<file path="config.mk">
export PLATFORM = sky130hd
export DESIGN_NAME = bps_staging_ctrl
export DESIGN_NICKNAME = d
export VERILOG_FILES = /design/src/inc/bps_pkg.sv /design/src/rtl/bps_staging_ctrl.sv
export SDC_FILE = /design/constraint.sdc
export NUM_CORES = 2
export LEC_CHECK = 0
export ABC_AREA = 1
export BUFFER_PORTS_ARGS = -buffer_cell sky130_fd_sc_hd__buf_4
export CORE_MARGIN = 8
export CORE_UTILIZATION = 30
export DETAILED_ROUTE_END_ITERATION = 16
export PLACE_DENSITY = 0.42
export SLEW_MARGIN = 15
export SYNTH_ARGS = -nofsm -noshare
export SYNTH_HDL_FRONTEND = slang
export SYNTH_SLANG_ARGS = --single-unit
</file>
<file path="constraint.sdc">
create_clock -name aclk -period 100.1 [get_ports aclk]
set_input_delay 30.03 -clock aclk [delete_from_list [all_inputs] [get_ports aclk]]
set_output_delay 30.03 -clock aclk [all_outputs]
set_load 0.005 [all_outputs]
</file>
<file path="src/inc/bps_pkg.sv">
// bps_pkg: constants, enums and register layouts of the boiler staging block
// assumes a 100 MHz aclk and a 32-bit AXI4-Lite register bus
package bps_pkg;
    // ********************
    // timing
    // ********************
    localparam int CLK_KHZ      = 100_000;
    localparam int TICK_MS      = 1000;
    localparam int TICK_CYC     = TICK_MS * CLK_KHZ / 1000 * 1000;
    localparam int REPEAT_MS    = 100;
    localparam int REPEAT_CYC   = REPEAT_MS * CLK_KHZ;
    localparam logic [4:0] STAGE_DELAY_S = 5'h1E;

    // ********************
    // limits and reset values
    // ********************
    localparam int NUM_CH       = 8;
    localparam int PROP_LIM     = 800;
    localparam int PCT_SCALE    = 100;
    localparam int INTEG_SCALE  = 6000;
    localparam logic [31:0] INTEG_MAX   = 32'h0049_3E00;
    localparam logic [6:0]  PCT_MAX     = 7'h64;
    localparam logic [6:0]  STAGE_IN_RST  = 7'h2D;
    localparam logic [6:0]  STAGE_OUT_RST = 7'h12;
    localparam logic [2:0]  HW_MAX      = 3'h4;
    localparam logic [9:0]  BAND_RST    = 10'h032;
    localparam logic [9:0]  GAIN_RST    = 10'h00F;
    localparam logic [9:0]  FIXED_SP_RST = 10'h0B4;

    // ********************
    // register map
    // ********************
    localparam logic [7:0] OFF_CONFIG  = 8'h00;
    localparam logic [7:0] OFF_LEVELS  = 8'h04;
    localparam logic [7:0] OFF_PID     = 8'h08;
    localparam logic [7:0] OFF_SETPT   = 8'h0C;
    localparam logic [7:0] OFF_PRESENT = 8'h10;
    localparam logic [7:0] OFF_STATUS  = 8'h14;
    localparam logic [1:0] RESP_OKAY   = 2'h0;
    localparam logic [1:0] RESP_SLVERR = 2'h2;
    localparam int KEY_UP = 0;
    localparam int KEY_DOWN = 1;
    localparam int KEY_SCHEME = 2;
    localparam int KEY_SETPT = 3;

    typedef enum logic [1:0] {SCH_PARALLEL = 2'b00, SCH_SEQUENTIAL = 2'b01,
                              SCH_MIXED = 2'b10} bps_scheme_t;
    typedef enum logic [1:0] {SP_RESET = 2'b00, SP_FIXED = 2'b01,
                              SP_EXTERNAL = 2'b10} bps_spsrc_t;
    typedef enum logic [2:0] {ED_NONE = 3'b000, ED_SCHEME = 3'b001, ED_HWCNT = 3'b010,
                              ED_SPSRC = 3'b011, ED_SENSOR = 3'b100} bps_edit_t;

    typedef struct packed {
        logic setpt;
        logic scheme;
        logic down;
        logic up;
    } bps_keys_t;

    typedef struct packed {
        logic [22:0] pad;
        logic        indoor_used;
        logic        sensor_420;
        bps_spsrc_t  sp_src;
        logic [2:0]  hw_cnt;
        bps_scheme_t scheme;
    } bps_cfg_t;

    typedef struct packed {
        logic [16:0] pad1;
        logic [6:0]  stage_out;
        logic        pad0;
        logic [6:0]  stage_in;
    } bps_lvl_t;

    typedef struct packed {
        logic [5:0] pad1;
        logic [9:0] gain;
        logic [5:0] pad0;
        logic [9:0] band;
    } bps_pid_t;

    typedef struct packed {
        bps_cfg_t         cfg;
        bps_lvl_t         lvl;
        bps_pid_t         pid;
        logic [9:0]       fixed_sp;
        logic [7:0]       present;
        bps_edit_t        edit;
        logic [3:0]       key_s1;
        logic [3:0]       key_s2;
        logic [3:0]       key_prev;
        logic [31:0]      rep_cnt;
        logic [31:0]      tick_cnt;
        logic [4:0]       delay_cnt;
        logic [31:0]      integ;
        logic [7:0]       firing;
        logic [7:0][2:0]  order;
        logic [3:0]       n;
        logic [6:0]       rate;
        logic [9:0]       load;
        logic             aw_ok;
        logic [7:0]       aw_addr;
        logic             w_ok;
        logic [31:0]      w_data;
        logic [3:0]       w_strb;
        logic             bvalid;
        logic [1:0]       bresp;
        logic             rvalid;
        logic [31:0]      rdata;
        logic [1:0]       rresp;
    } bps_state_t;
endpackage

</file>
<file path="src/rtl/bps_staging_ctrl.sv">
// bps_staging_ctrl: boiler plant staging, key editing, proportional/integral load
// assumes keys arrive asynchronously; temperatures come from logic on aclk
//
// What this block does
// RULE1: stage-in resets to 45%, stage-out 18%
// RULE2: stage-in accepts up to 100%, no 60% cap
// RULE3: scheme cycles parallel/sequential/mixed, resets sequential
// RULE4: sequential: start one boiler when demand appears
// RULE5: one boiler at stage-in: second after 30 s
// RULE6: all at stage-in: add one after 30 s
// RULE7: all at stage-out: stop earliest started boiler
// RULE8: stop one at a time, last at stage-out
// RULE9: parallel fires all, ignores stage levels
// RULE10: hot-water boiler count at most four
// RULE11: hot-water group sits on highest channels
// RULE12: scheme key again in mixed edits count
// RULE13: setpoint source cycles reset/fixed/external
// RULE14: second setpoint key press toggles sensor type
// RULE15: external setpoint with indoor sensor forces thermistor
// RULE16: demand equals error times 100 over band
// RULE17: held up/down keys repeat fast
// RULE18: integral adds demand times gain over time
// RULE19: 30 s delay counts seconds, clears on loss
// RULE20: start order kept so oldest stops first
//
// Local design decisions: register access over AXI4-Lite and the placing of the registers.
`timescale 1ns/1ps
module bps_staging_ctrl import bps_pkg::*; #(
    parameter int TICK_CYCLES   = TICK_CYC,
    parameter int REPEAT_CYCLES = REPEAT_CYC
) (
    input  wire logic        aclk,
    input  wire logic        aresetn,
    input  wire logic [7:0]  awaddr,
    input  wire logic        awvalid,
    output logic             awready,
    input  wire logic [31:0] wdata,
    input  wire logic [3:0]  wstrb,
    input  wire logic        wvalid,
    output logic             wready,
    output logic [1:0]       bresp,
    output logic             bvalid,
    input  wire logic        bready,
    input  wire logic [7:0]  araddr,
    input  wire logic        arvalid,
    output logic             arready,
    output logic [31:0]      rdata,
    output logic [1:0]       rresp,
    output logic             rvalid,
    input  wire logic        rready,
    input  wire bps_keys_t   keys_pin,
    input  wire logic [9:0]  supply_temp,
    input  wire logic [9:0]  reset_setpoint,
    input  wire logic [9:0]  external_setpoint,
    output logic [7:0]       boiler_fire,
    output logic [6:0]       firing_rate,
    output logic [9:0]       plant_load
);
    // ********************
    // helpers
    // ********************
    function automatic logic reg_hit(input logic [7:0] a);
        case ({a[7:2], 2'b00})
            OFF_CONFIG, OFF_LEVELS, OFF_PID, OFF_SETPT, OFF_PRESENT, OFF_STATUS: reg_hit = 1'b1;
            default: reg_hit = 1'b0;
        endcase
    endfunction

    function automatic logic [31:0] read_word(input bps_state_t s, input logic [7:0] a);
        case ({a[7:2], 2'b00})
            OFF_CONFIG:  read_word = s.cfg;
            OFF_LEVELS:  read_word = s.lvl;
            OFF_PID:     read_word = s.pid;
            OFF_SETPT:   read_word = {22'h00_0000, s.fixed_sp};
            OFF_PRESENT: read_word = {24'h00_0000, s.present};
            OFF_STATUS:  read_word = {6'h00, s.load, 1'b0, s.rate, s.firing};
            default:     read_word = 32'h0000_0000;
        endcase
    endfunction

    function automatic logic [31:0] merge(input logic [31:0] o, input logic [31:0] v,
                                          input logic [3:0] s);
        for (int b = 0; b < 4; b++) begin
            merge[8*b +: 8] = s[b] ? v[8*b +: 8] : o[8*b +: 8];
        end
    endfunction

    // cyclic step through three codes, shared by scheme and setpoint source
    function automatic logic [1:0] step3(input logic [1:0] v, input logic up);
        if (up) begin
            step3 = (v == 2'h2) ? 2'h0 : v + 2'h1;
        end else begin
            step3 = (v == 2'h0) ? 2'h2 : v - 2'h1;
        end
    endfunction

    function automatic logic [2:0] first_free(input logic [7:0] m);
        first_free = 3'h0;
        for (int i = NUM_CH - 1; i >= 0; i--) begin
            if (m[i]) first_free = 3'(i);
        end
    endfunction

    bps_state_t         st;
    bps_state_t         next_st;
    logic [9:0]         setpoint;
    logic [9:0]         band_nz;
    logic signed [11:0] temp_err;
    logic signed [31:0] prop_raw;
    logic signed [11:0] prop_pct;
    logic [31:0]        load_sum;
    logic [9:0]         load;
    logic signed [33:0] integ_sum;
    logic [7:0]         hw_mask;
    logic [7:0]         elig;
    logic [7:0]         free;
    logic [9:0]         per_boiler;
    logic [6:0]         cur_rate;
    logic               stage_in_cond;
    logic               tick_hit;
    logic               rep_hit;

    // ********************
    // demand
    // ********************
    assign setpoint = (st.cfg.sp_src == SP_FIXED) ? st.fixed_sp :
                      (st.cfg.sp_src == SP_EXTERNAL) ? external_setpoint : reset_setpoint; // RULE13
    assign band_nz  = (st.pid.band == 10'h000) ? 10'h001 : st.pid.band;
    assign temp_err = $signed({2'b00, setpoint}) - $signed({2'b00, supply_temp});
    assign prop_raw = (32'(temp_err) * PCT_SCALE) / $signed({22'h00_0000, band_nz}); // RULE16
    assign prop_pct = (prop_raw > PROP_LIM) ? 12'(PROP_LIM) :
                      (prop_raw < -PROP_LIM) ? 12'(-PROP_LIM) : 12'(prop_raw);
    assign load_sum = ((prop_pct > 0) ? 32'(prop_pct) : 32'h0000_0000) + st.integ / INTEG_SCALE;
    assign load     = (load_sum > PROP_LIM) ? 10'(PROP_LIM) : load_sum[9:0];
    assign integ_sum = $signed({2'b00, st.integ}) + 34'(prop_pct) * $signed({24'h00_0000, st.pid.gain});

    // ********************
    // channel groups
    // ********************
    for (genvar i = 0; i < NUM_CH; i++) begin : g_hw
        assign hw_mask[i] = (4'(i) + {1'b0, st.cfg.hw_cnt}) >= 4'h8; // RULE11
    end
    assign elig = st.present & ~((st.cfg.scheme == SCH_MIXED) ? hw_mask : 8'h00);
    assign free = elig & ~st.firing;
    assign per_boiler = (st.n == 4'h0) ? 10'h000 : 10'(st.load / {6'h00, st.n});
    assign cur_rate = (per_boiler > {3'h0, PCT_MAX}) ? PCT_MAX : per_boiler[6:0];
    assign stage_in_cond = (st.n != 4'h0) && (cur_rate >= st.lvl.stage_in) && (free != 8'h00);
    assign tick_hit = st.tick_cnt == 32'(TICK_CYCLES - 1);
    assign rep_hit  = st.rep_cnt == 32'(REPEAT_CYCLES - 1);

    always_comb begin
        logic [3:0]  press;
        logic        step_up;
        logic        step_dn;
        logic [31:0] wr;
        bps_cfg_t    wcfg;
        bps_lvl_t    wlvl;
        logic [2:0]  idx;
        press   = st.key_s2 & ~st.key_prev;
        step_up = press[KEY_UP] | (st.key_s2[KEY_UP] & rep_hit); // RULE17
        step_dn = press[KEY_DOWN] | (st.key_s2[KEY_DOWN] & rep_hit); // RULE17
        wr      = merge(read_word(st, st.aw_addr), st.w_data, st.w_strb);
        wcfg    = wr;
        wlvl    = wr;
        idx     = first_free(free);
        next_st = st;
        next_st.key_s1   = keys_pin;
        next_st.key_s2   = st.key_s1;
        next_st.key_prev = st.key_s2;
        // the repeat timer runs only while the up or down key is held
        next_st.rep_cnt  = (st.key_s2[KEY_UP] | st.key_s2[KEY_DOWN]) ?
                           (rep_hit ? 32'h0000_0000 : st.rep_cnt + 32'h0000_0001) : 32'h0000_0000;

        // ********************
        // key editing
        // ********************
        if (press[KEY_SCHEME]) begin
            next_st.edit = (st.edit == ED_SCHEME && st.cfg.scheme == SCH_MIXED) ?
                           ED_HWCNT : ED_SCHEME; // RULE12
        end else if (press[KEY_SETPT]) begin
            next_st.edit = (st.edit == ED_SPSRC) ? ED_SENSOR : ED_SPSRC; // RULE14
        end else if (step_up | step_dn) begin
            case (st.edit)
                ED_SCHEME: next_st.cfg.scheme = bps_scheme_t'(step3(st.cfg.scheme, step_up)); // RULE3
                ED_HWCNT: begin
                    if (step_up && st.cfg.hw_cnt < HW_MAX) next_st.cfg.hw_cnt = st.cfg.hw_cnt + 3'h1; // RULE10
                    if (step_dn && st.cfg.hw_cnt != 3'h0) next_st.cfg.hw_cnt = st.cfg.hw_cnt - 3'h1;
                end
                ED_SPSRC:  next_st.cfg.sp_src = bps_spsrc_t'(step3(st.cfg.sp_src, step_up)); // RULE13
                ED_SENSOR: next_st.cfg.sensor_420 = ~st.cfg.sensor_420; // RULE14
                default: ;
            endcase
        end

        // ********************
        // axi4-lite slave
        // ********************
        if (awvalid && awready) begin
            next_st.aw_ok   = 1'b1;
            next_st.aw_addr = awaddr;
        end
        if (wvalid && wready) begin
            next_st.w_ok   = 1'b1;
            next_st.w_data = wdata;
            next_st.w_strb = wstrb;
        end
        if (st.aw_ok && st.w_ok && !st.bvalid) begin
            next_st.aw_ok  = 1'b0;
            next_st.w_ok   = 1'b0;
            next_st.bvalid = 1'b1;
            next_st.bresp  = reg_hit(st.aw_addr) ? RESP_OKAY : RESP_SLVERR;
            case ({st.aw_addr[7:2], 2'b00})
                OFF_CONFIG: begin
                    // the unused fourth code is refused so the selectors stay legal
                    if (wcfg.scheme != 2'b11) next_st.cfg.scheme = wcfg.scheme; // RULE3
                    if (wcfg.sp_src != 2'b11) next_st.cfg.sp_src = wcfg.sp_src;
                    next_st.cfg.hw_cnt = (wcfg.hw_cnt > HW_MAX) ? HW_MAX : wcfg.hw_cnt; // RULE10
                    next_st.cfg.sensor_420  = wcfg.sensor_420;
                    next_st.cfg.indoor_used = wcfg.indoor_used;
                end
                OFF_LEVELS: begin
                    next_st.lvl.stage_in  = (wlvl.stage_in > PCT_MAX) ? PCT_MAX : wlvl.stage_in; // RULE2
                    next_st.lvl.stage_out = (wlvl.stage_out > PCT_MAX) ? PCT_MAX : wlvl.stage_out;
                end
                OFF_PID: begin
                    next_st.pid.band = wr[9:0];
                    next_st.pid.gain = wr[25:16];
                end
                OFF_SETPT:   next_st.fixed_sp = wr[9:0];
                OFF_PRESENT: next_st.present  = wr[7:0];
                default: ;
            endcase
        end
        if (st.bvalid && bready) next_st.bvalid = 1'b0;
        if (arvalid && arready) begin
            next_st.rvalid = 1'b1;
            next_st.rdata  = read_word(st, araddr);
            next_st.rresp  = reg_hit(araddr) ? RESP_OKAY : RESP_SLVERR;
        end
        if (st.rvalid && rready) next_st.rvalid = 1'b0;
        if (next_st.cfg.sp_src == SP_EXTERNAL && next_st.cfg.indoor_used) begin
            next_st.cfg.sensor_420 = 1'b0; // RULE15
        end

        // ********************
        // integral and load
        // ********************
        next_st.tick_cnt = tick_hit ? 32'h0000_0000 : st.tick_cnt + 32'h0000_0001;
        if (tick_hit) begin
            next_st.integ = (integ_sum < 0) ? 32'h0000_0000 :
                            (integ_sum > $signed({2'b00, INTEG_MAX})) ? INTEG_MAX : integ_sum[31:0]; // RULE18
        end
        next_st.load = load;
        next_st.rate = cur_rate;

        // ********************
        // staging
        // ********************
        // a changed group or scheme restarts staging from nothing; simpler than remapping
        if (next_st.cfg.scheme != st.cfg.scheme || next_st.cfg.hw_cnt != st.cfg.hw_cnt ||
            next_st.present != st.present) begin
            next_st.firing    = 8'h00;
            next_st.n         = 4'h0;
            next_st.delay_cnt = 5'h00;
        end else if (st.cfg.scheme == SCH_PARALLEL) begin
            next_st.firing    = (st.load != 10'h000) ? elig : 8'h00; // RULE9
            next_st.n         = 4'($countones(next_st.firing));
            next_st.delay_cnt = 5'h00;
        end else begin
            next_st.delay_cnt = !stage_in_cond ? 5'h00 :
                                (tick_hit && st.delay_cnt != STAGE_DELAY_S) ?
                                st.delay_cnt + 5'h01 : st.delay_cnt; // RULE19
            if (st.n == 4'h0) begin
                if (st.load > {3'h0, st.lvl.stage_out} && free != 8'h00) begin
                    next_st.firing[idx] = 1'b1; // RULE4
                    next_st.order[0]    = idx;
                    next_st.n           = 4'h1;
                end
            end else if (stage_in_cond) begin
                if (st.delay_cnt == STAGE_DELAY_S) begin
                    next_st.firing[idx]        = 1'b1; // RULE5 RULE6
                    next_st.order[st.n[2:0]]   = idx; // RULE20
                    next_st.n                  = st.n + 4'h1;
                    next_st.delay_cnt          = 5'h00;
                end
            end else if (cur_rate <= st.lvl.stage_out) begin
                next_st.firing[st.order[0]] = 1'b0; // RULE7 RULE8
                for (int i = 0; i < NUM_CH - 1; i++) begin
                    next_st.order[i] = st.order[i+1]; // RULE20
                end
                next_st.n = st.n - 4'h1;
            end
        end
    end

    always_ff @(posedge aclk) begin
        if (!aresetn) begin
            st                <= '0;
            st.cfg.scheme     <= SCH_SEQUENTIAL; // RULE3
            st.lvl.stage_in   <= STAGE_IN_RST; // RULE1
            st.lvl.stage_out  <= STAGE_OUT_RST; // RULE1
            st.pid.band       <= BAND_RST;
            st.pid.gain       <= GAIN_RST;
            st.fixed_sp       <= FIXED_SP_RST;
        end else begin
            st <= next_st;
        end
    end

    assign awready     = !st.aw_ok && !st.bvalid;
    assign wready      = !st.w_ok && !st.bvalid;
    assign arready     = !st.rvalid;
    assign bvalid      = st.bvalid;
    assign bresp       = st.bresp;
    assign rvalid      = st.rvalid;
    assign rdata       = st.rdata;
    assign rresp       = st.rresp;
    assign boiler_fire = st.firing;
    assign firing_rate = st.rate;
    assign plant_load  = st.load;
endmodule // bps_staging_ctrl
</file>
Yosys cells after proc, flatten, opt, wreduce, memory -nomap -nowiden
Index checks and enable logic that the tools add are counted.
Word-level totals
  bits in registers: 308
  bits of input ports: 93
  output and inout bits: 66
Cells by class
  $add $sub $neg: 28
  multipliers: 2
  div/mod/pow operators: 3
  order comparisons: 28
  equal/unequal tests: 34
  mux-type cells: 84
  bitwise logic cells: 21
  reductions and logical operators: 60
Operator list (count)
  26-bit one-hot mux with 6 select lines: 2
  8-bit two-way mux: 14
  32-bit two-way mux: 3
  32-bit by 1-bit adder with 32-bit output, second input constant: 2
  10-bit two-way mux: 5
  25-bit two-way mux: 2
  3-bit two-way mux: 16
  7-bit two-way mux: 6
  36-bit two-way mux: 1
  33-bit by 23-bit adder with 34-bit output: 1
  34-bit by 24-bit > comparator with 1-bit output, second input constant: 1
  34-bit by 1-bit < comparator with 1-bit output, second input constant: 1
  32-bit adder: 1
  32-bit by 11-bit divider with 32-bit output: 1
  32-bit by 13-bit divider with 32-bit output, second input constant: 1
  32-bit by 24-bit == test with 1-bit output, second input constant: 1
  32-bit by 27-bit == test with 1-bit output, second input constant: 1
  32-bit by 10-bit > comparator with 1-bit output, second input constant: 1
  32-bit by 11-bit > comparator with 1-bit output, second input constant: 1
  32-bit by 11-bit < comparator with 1-bit output, second input constant: 1
  4-bit greater-or-equal comparator, second input constant: 7
  2-bit two-way mux: 14
  5-bit two-way mux: 5
  8-bit AND: 3
  78 further kinds: 169

Logic depth before layout (Yosys ltp)
  depth after elaboration: 23
  mapped depth: 557
  depth with buffers taken out: 504

Worst setup path before layout
OpenSTA, ideal clock, no wires.
  path type: input to register
  start: input port reset_setpoint[1]
  end: register st[141] (netlist name)
  library setup time: 76 ps
  data arrival time: 103041 ps
  path slack: -3016 ps
  stages: 512
  cells stage by stage: or2_2 -> o211ai_1 -> and2_1 -> inv_1 -> ha_1 -> nand2_1 -> nor2_1 -> a21oi_1 -> nor2_1 -> nor2_1 -> xnor2_1 -> ha_1 -> fa_1 -> ha_1 -> ha_1 -> nand2_1 -> inv_1 -> a21oi_2 -> [476 not listed] -> a21o_1 -> a21oi_1 -> o21ai_0 -> nand3_1 -> nand2_1 -> inv_1 -> o31ai_1 -> nand3_1 -> nand2_1 -> nand3_1 -> nand2_1 -> nand4_1 -> o211ai_1 -> nor2_1 -> nor2_1 -> nand4_1 -> clkbuf_1 -> o22ai_1
On the way
  longest elaborated chain between the ends: 13
  elaborated cells between the ends (all ways): 15
  classes of those cells: 2 x add/sub; 2 x mul; 1 x div; 4 x order compare; 6 x mux
RTL lines
  from (decl): line bps_staging_ctrl.sv:53  | input wire logic [9:0] reset_setpoint,
  10-bit two-way mux (*): line bps_staging_ctrl.sv:127  | (st.cfg.sp_src == SP_EXTERNAL) ? external_setpoint : reset_setpoint;
  10-bit two-way mux (*): line bps_staging_ctrl.sv:126  | assign setpoint = (st.cfg.sp_src == SP_FIXED) ? st.fixed_sp :
  10-bit by 10-bit subtractor with 11-bit output (*): line bps_staging_ctrl.sv:129  | assign temp_err = $signed({2'b00, setpoint}) - $signed({2'b00, supply_temp});
  11-bit by 6-bit multiplier with 17-bit output (*): line bps_staging_ctrl.sv:130  | assign prop_raw = (32'(temp_err) * PCT_SCALE) / $signed({22'h00_0000, band_nz});
  32-bit by 11-bit divider with 32-bit output (*): line bps_staging_ctrl.sv:130
  32-bit by 11-bit < comparator with 1-bit output: line bps_staging_ctrl.sv:132  | (prop_raw < -PROP_LIM) ? 12'(-PROP_LIM) : 12'(prop_raw);
  12-bit two-way mux: line bps_staging_ctrl.sv:132
  12-bit two-way mux (*): line bps_staging_ctrl.sv:131  | assign prop_pct = (prop_raw > PROP_LIM) ? 12'(PROP_LIM) :
  12-bit by 11-bit multiplier with 23-bit output (*): line bps_staging_ctrl.sv:135  | assign integ_sum = $signed({2'b00, st.integ}) + 34'(prop_pct) * $signed({24'h00_0000, st.pid.gain});
  33-bit by 23-bit adder with 34-bit output (*): line bps_staging_ctrl.sv:135
  34-bit by 24-bit > comparator with 1-bit output: line bps_staging_ctrl.sv:251  | (integ_sum > $signed({2'b00, INTEG_MAX})) ? INTEG_MAX : integ_sum[31:0];
  32-bit two-way mux: line bps_staging_ctrl.sv:251
  32-bit two-way mux (*): line bps_staging_ctrl.sv:250  | next_st.integ = (integ_sum < 0) ? 32'h0000_0000 :
  to (signal assigned): line bps_staging_ctrl.sv:306  | st <= next_st;
  to (decl): line bps_staging_ctrl.sv:104  | bps_state_t st;
Every way passes the cells marked *; elsewhere a longest branch is shown, timed or not.
A chain may end at the register's enable or synchronous reset.

Worst setup path in the final report
  start: input port reset_setpoint[1]
  end: register st[156] (netlist name)
Same word-level chain as after synthesis.

==> qor.csv <==
metric,value,unit
status,completed,
crit-path max FO,20,
PortBufs,138,
WHS Path Cells,2,
final worst path period share,0.957,
Worst path max stage delay,0.55,ns
Post-Route WL,270000,um
clk buf depth,3,
DRT Pass-1 Iters,6,
total track usage,0.206,
initial antenna violation count,1,
"FFs w/ async S/R, synth",0,
Final HPWL DP,227000,um
pin count of the biggest net entering global routing,65,
Vias,78240,
io pins,159,
die span in x,499,um
worst-margin pin slew,1.11,ns
vias per inst,4.77,
R2R Path Start,st[341]$_SDFF_PN0_,
Hold WS,0.412,ns
CP Launch Type,primary input,
Clock Latency Late Sink,0.58,ns
required arrival time at the worst endpoint,100.54,ns
FILL cells,24843,
Post-Synthesis Cells,11056,
Clock Sinks,296,
Setup Crit Path Kind,in -> reg,
vias in the first global route,76211,
Synth Warn #,0,
max frequency,0.0104,GHz
hold buffers post-CTS,0,
Final min period,95.79,ns
Worst setup EP type,register,
Die ar.,249000,um2
# DRC,0,
CTS H-tree depth,2,
Setup-failing EPs final,0,
Worst EP arrival,96.23,ns
RR Endpoint,st[156]$_SDFFE_PN0N_,
post-route antenna net violation count,0,
global-route wire length before repair,421000,um
"Core Util, Final",0.406,
routability cong.,0.921,
CTS tree,done,
Setup Skew,0.0251,ns
pins over their slew limit,0,
Die Y,499,um
DR iter-0 viols,4248,
worst reg2reg setup slack,32.66,ns
post-DR wirelength/cell,16.5,um
share of layout cells above drive strength 1,0.328,
"slowest stage cell, crit path",fa_1,
n_diodes,0,
register bit total from synthesis,296,
CTS Buf Count,36,
Initial Util,0.302,
core box area,232000,um2
worst hold path class,reg -> reg,
"Avg Cell Area, Syn",6.34,um2
number of synthesized flops with an enable pin,0,
Slew headroom,0.258,
hold_sp,next_st[245]$_SDFF_PN0_,
Nets,14105,
ys flop type,dfxtp_1,
Synth cell types,109,
CP dominant cell by count,nand2_1,
reg2reg path depth,483,
Area Growth Syn to Fin,34.5,%
hold endpoint,next_st[241]$_SDFF_PN0_,
Final Hold Viols,0,
total grt overflow,0,
row count,177,
Setup TNS,0,ns
Root Buffer,clkbuf_16,
"Reg clk slew, reported paths",0.06,ns
Mapped Area,70100,um2
part of the Yosys area used for sequential elements,0.0846,
number of max-cap violations,0,
-- worst max-delay path, delay by kind of cell --
kind | cells | cell delay [ns]
compound gates | 116 | 17.86
xor+xnor | 5 | 0.82
fa+ha+maj | 42 | 12.94
buf+inv | 84 | 9.23
simple gates | 234 | 25.03
-- worst max-delay path by stage --
stage / start / to / slack [ns] / depth (start not counted)
final: reset_setpoint[1] / st[156]$_SDFFE_PN0N_ / 4.31 / 481
after CTS: reset_setpoint[1] / st[146]$_SDFFE_PN0N_ / 0.008 / 477
after floorplan: reset_setpoint[1] / st[157]$_SDFFE_PN0N_ / 0.02 / 512
after detailed placement: reset_setpoint[1] / st[146]$_SDFFE_PN0N_ / -1.93 / 471
after global placement: reset_setpoint[1] / st[146]$_SDFFE_PN0N_ / -1.54 / 463
after global routing: reset_setpoint[1] / st[153]$_SDFFE_PN0N_ / -0.61 / 497
-- flip-flops by register name, summed over array words and instances (netlist names) --
name         count
bvalid           1
st             234
boiler_fire      8
bresp            1
next_st          8
rresp            1
plant_load      10
rdata           25
firing_rate      7
rvalid           1
-- per-layer routing --
metal | wire length (um) | track usage
met5 | 0 | 0
met4 | 4380 | 0.0319
met3 | 8330 | 0.0128
met2 | 127000 | 0.359
met1 | 131000 | 0.286
-- stage by stage --
step                std cells  area [um2]  setup WS [ns]
finish                  16404       94200           4.31
global route            16404       94200         -0.612
CTS                     16267       90800        0.00821
detailed placement      16197       89400          -1.93
global placement        16197       89400          -1.54
floorplan               11082       70300         0.0189
-- area by class of cell --
type                       count  area (um2)  area share
sequential                   296        5930      0.0629
tap                         3043        3810      0.0404
timing repair inverter         2        12.5    0.000133
multi-input combinational   8724       57100       0.606
inverter                    1787        7030      0.0746
timing repair buffer        2487       19100       0.202
clock buffer                  52        1050      0.0112
clock inverter                13         186     0.00198
-- layout by cell type (no fill, tap or decap), types with 255 or more instances in the layout --
master / instances
nand2_2: 391
a21oi_1: 506
nor2_1: 981
ha_1: 429
buf_4: 2434
nand2_1: 2250
xor2_1: 319
nand3_1: 660
o21ai_0: 477
nand4_1: 255
dfxtp_1: 296
inv_1: 1563
-- Yosys cell counts, types with 191 or more instances --
cell     count  share of area
dfxtp_1    296          0.085
nor2_2     215          0.019
ha_1       487          0.087
xnor2_1    204          0.026
nand3_1    683          0.049
nand2_1   2305           0.12
xor2_1     323          0.040
a21oi_1    598          0.043
fa_1       191          0.055
inv_1     1601          0.086
o21ai_0    630          0.045
nand4_1    255          0.023
nor2_1    1036          0.056
nand3_2    214          0.031
nand2_2    339          0.030
-- kinds of logic after synthesis --
kind of cell             synth area share
AO/OA/AOI/OAI                       0.141
buffers and inverters               0.137
XOR/XNOR                           0.0670
multiplexers                     0.000429
adder cells (fa/ha/maj)             0.142
AND/OR/NAND/NOR                     0.428
other                           0.0000535
flip-flops                         0.0846
-- timing repair --
item	CTS	global route
gates resized for setup	54	607
pin swaps	6	266
hold endpoints to repair	0	0
gates cloned	0	8
setup endpoints to repair	23	33
setup buffers	5	129
Power is not shown: default switching activity piles up to over one toggle a cycle in this logic, so the estimate is an artifact.
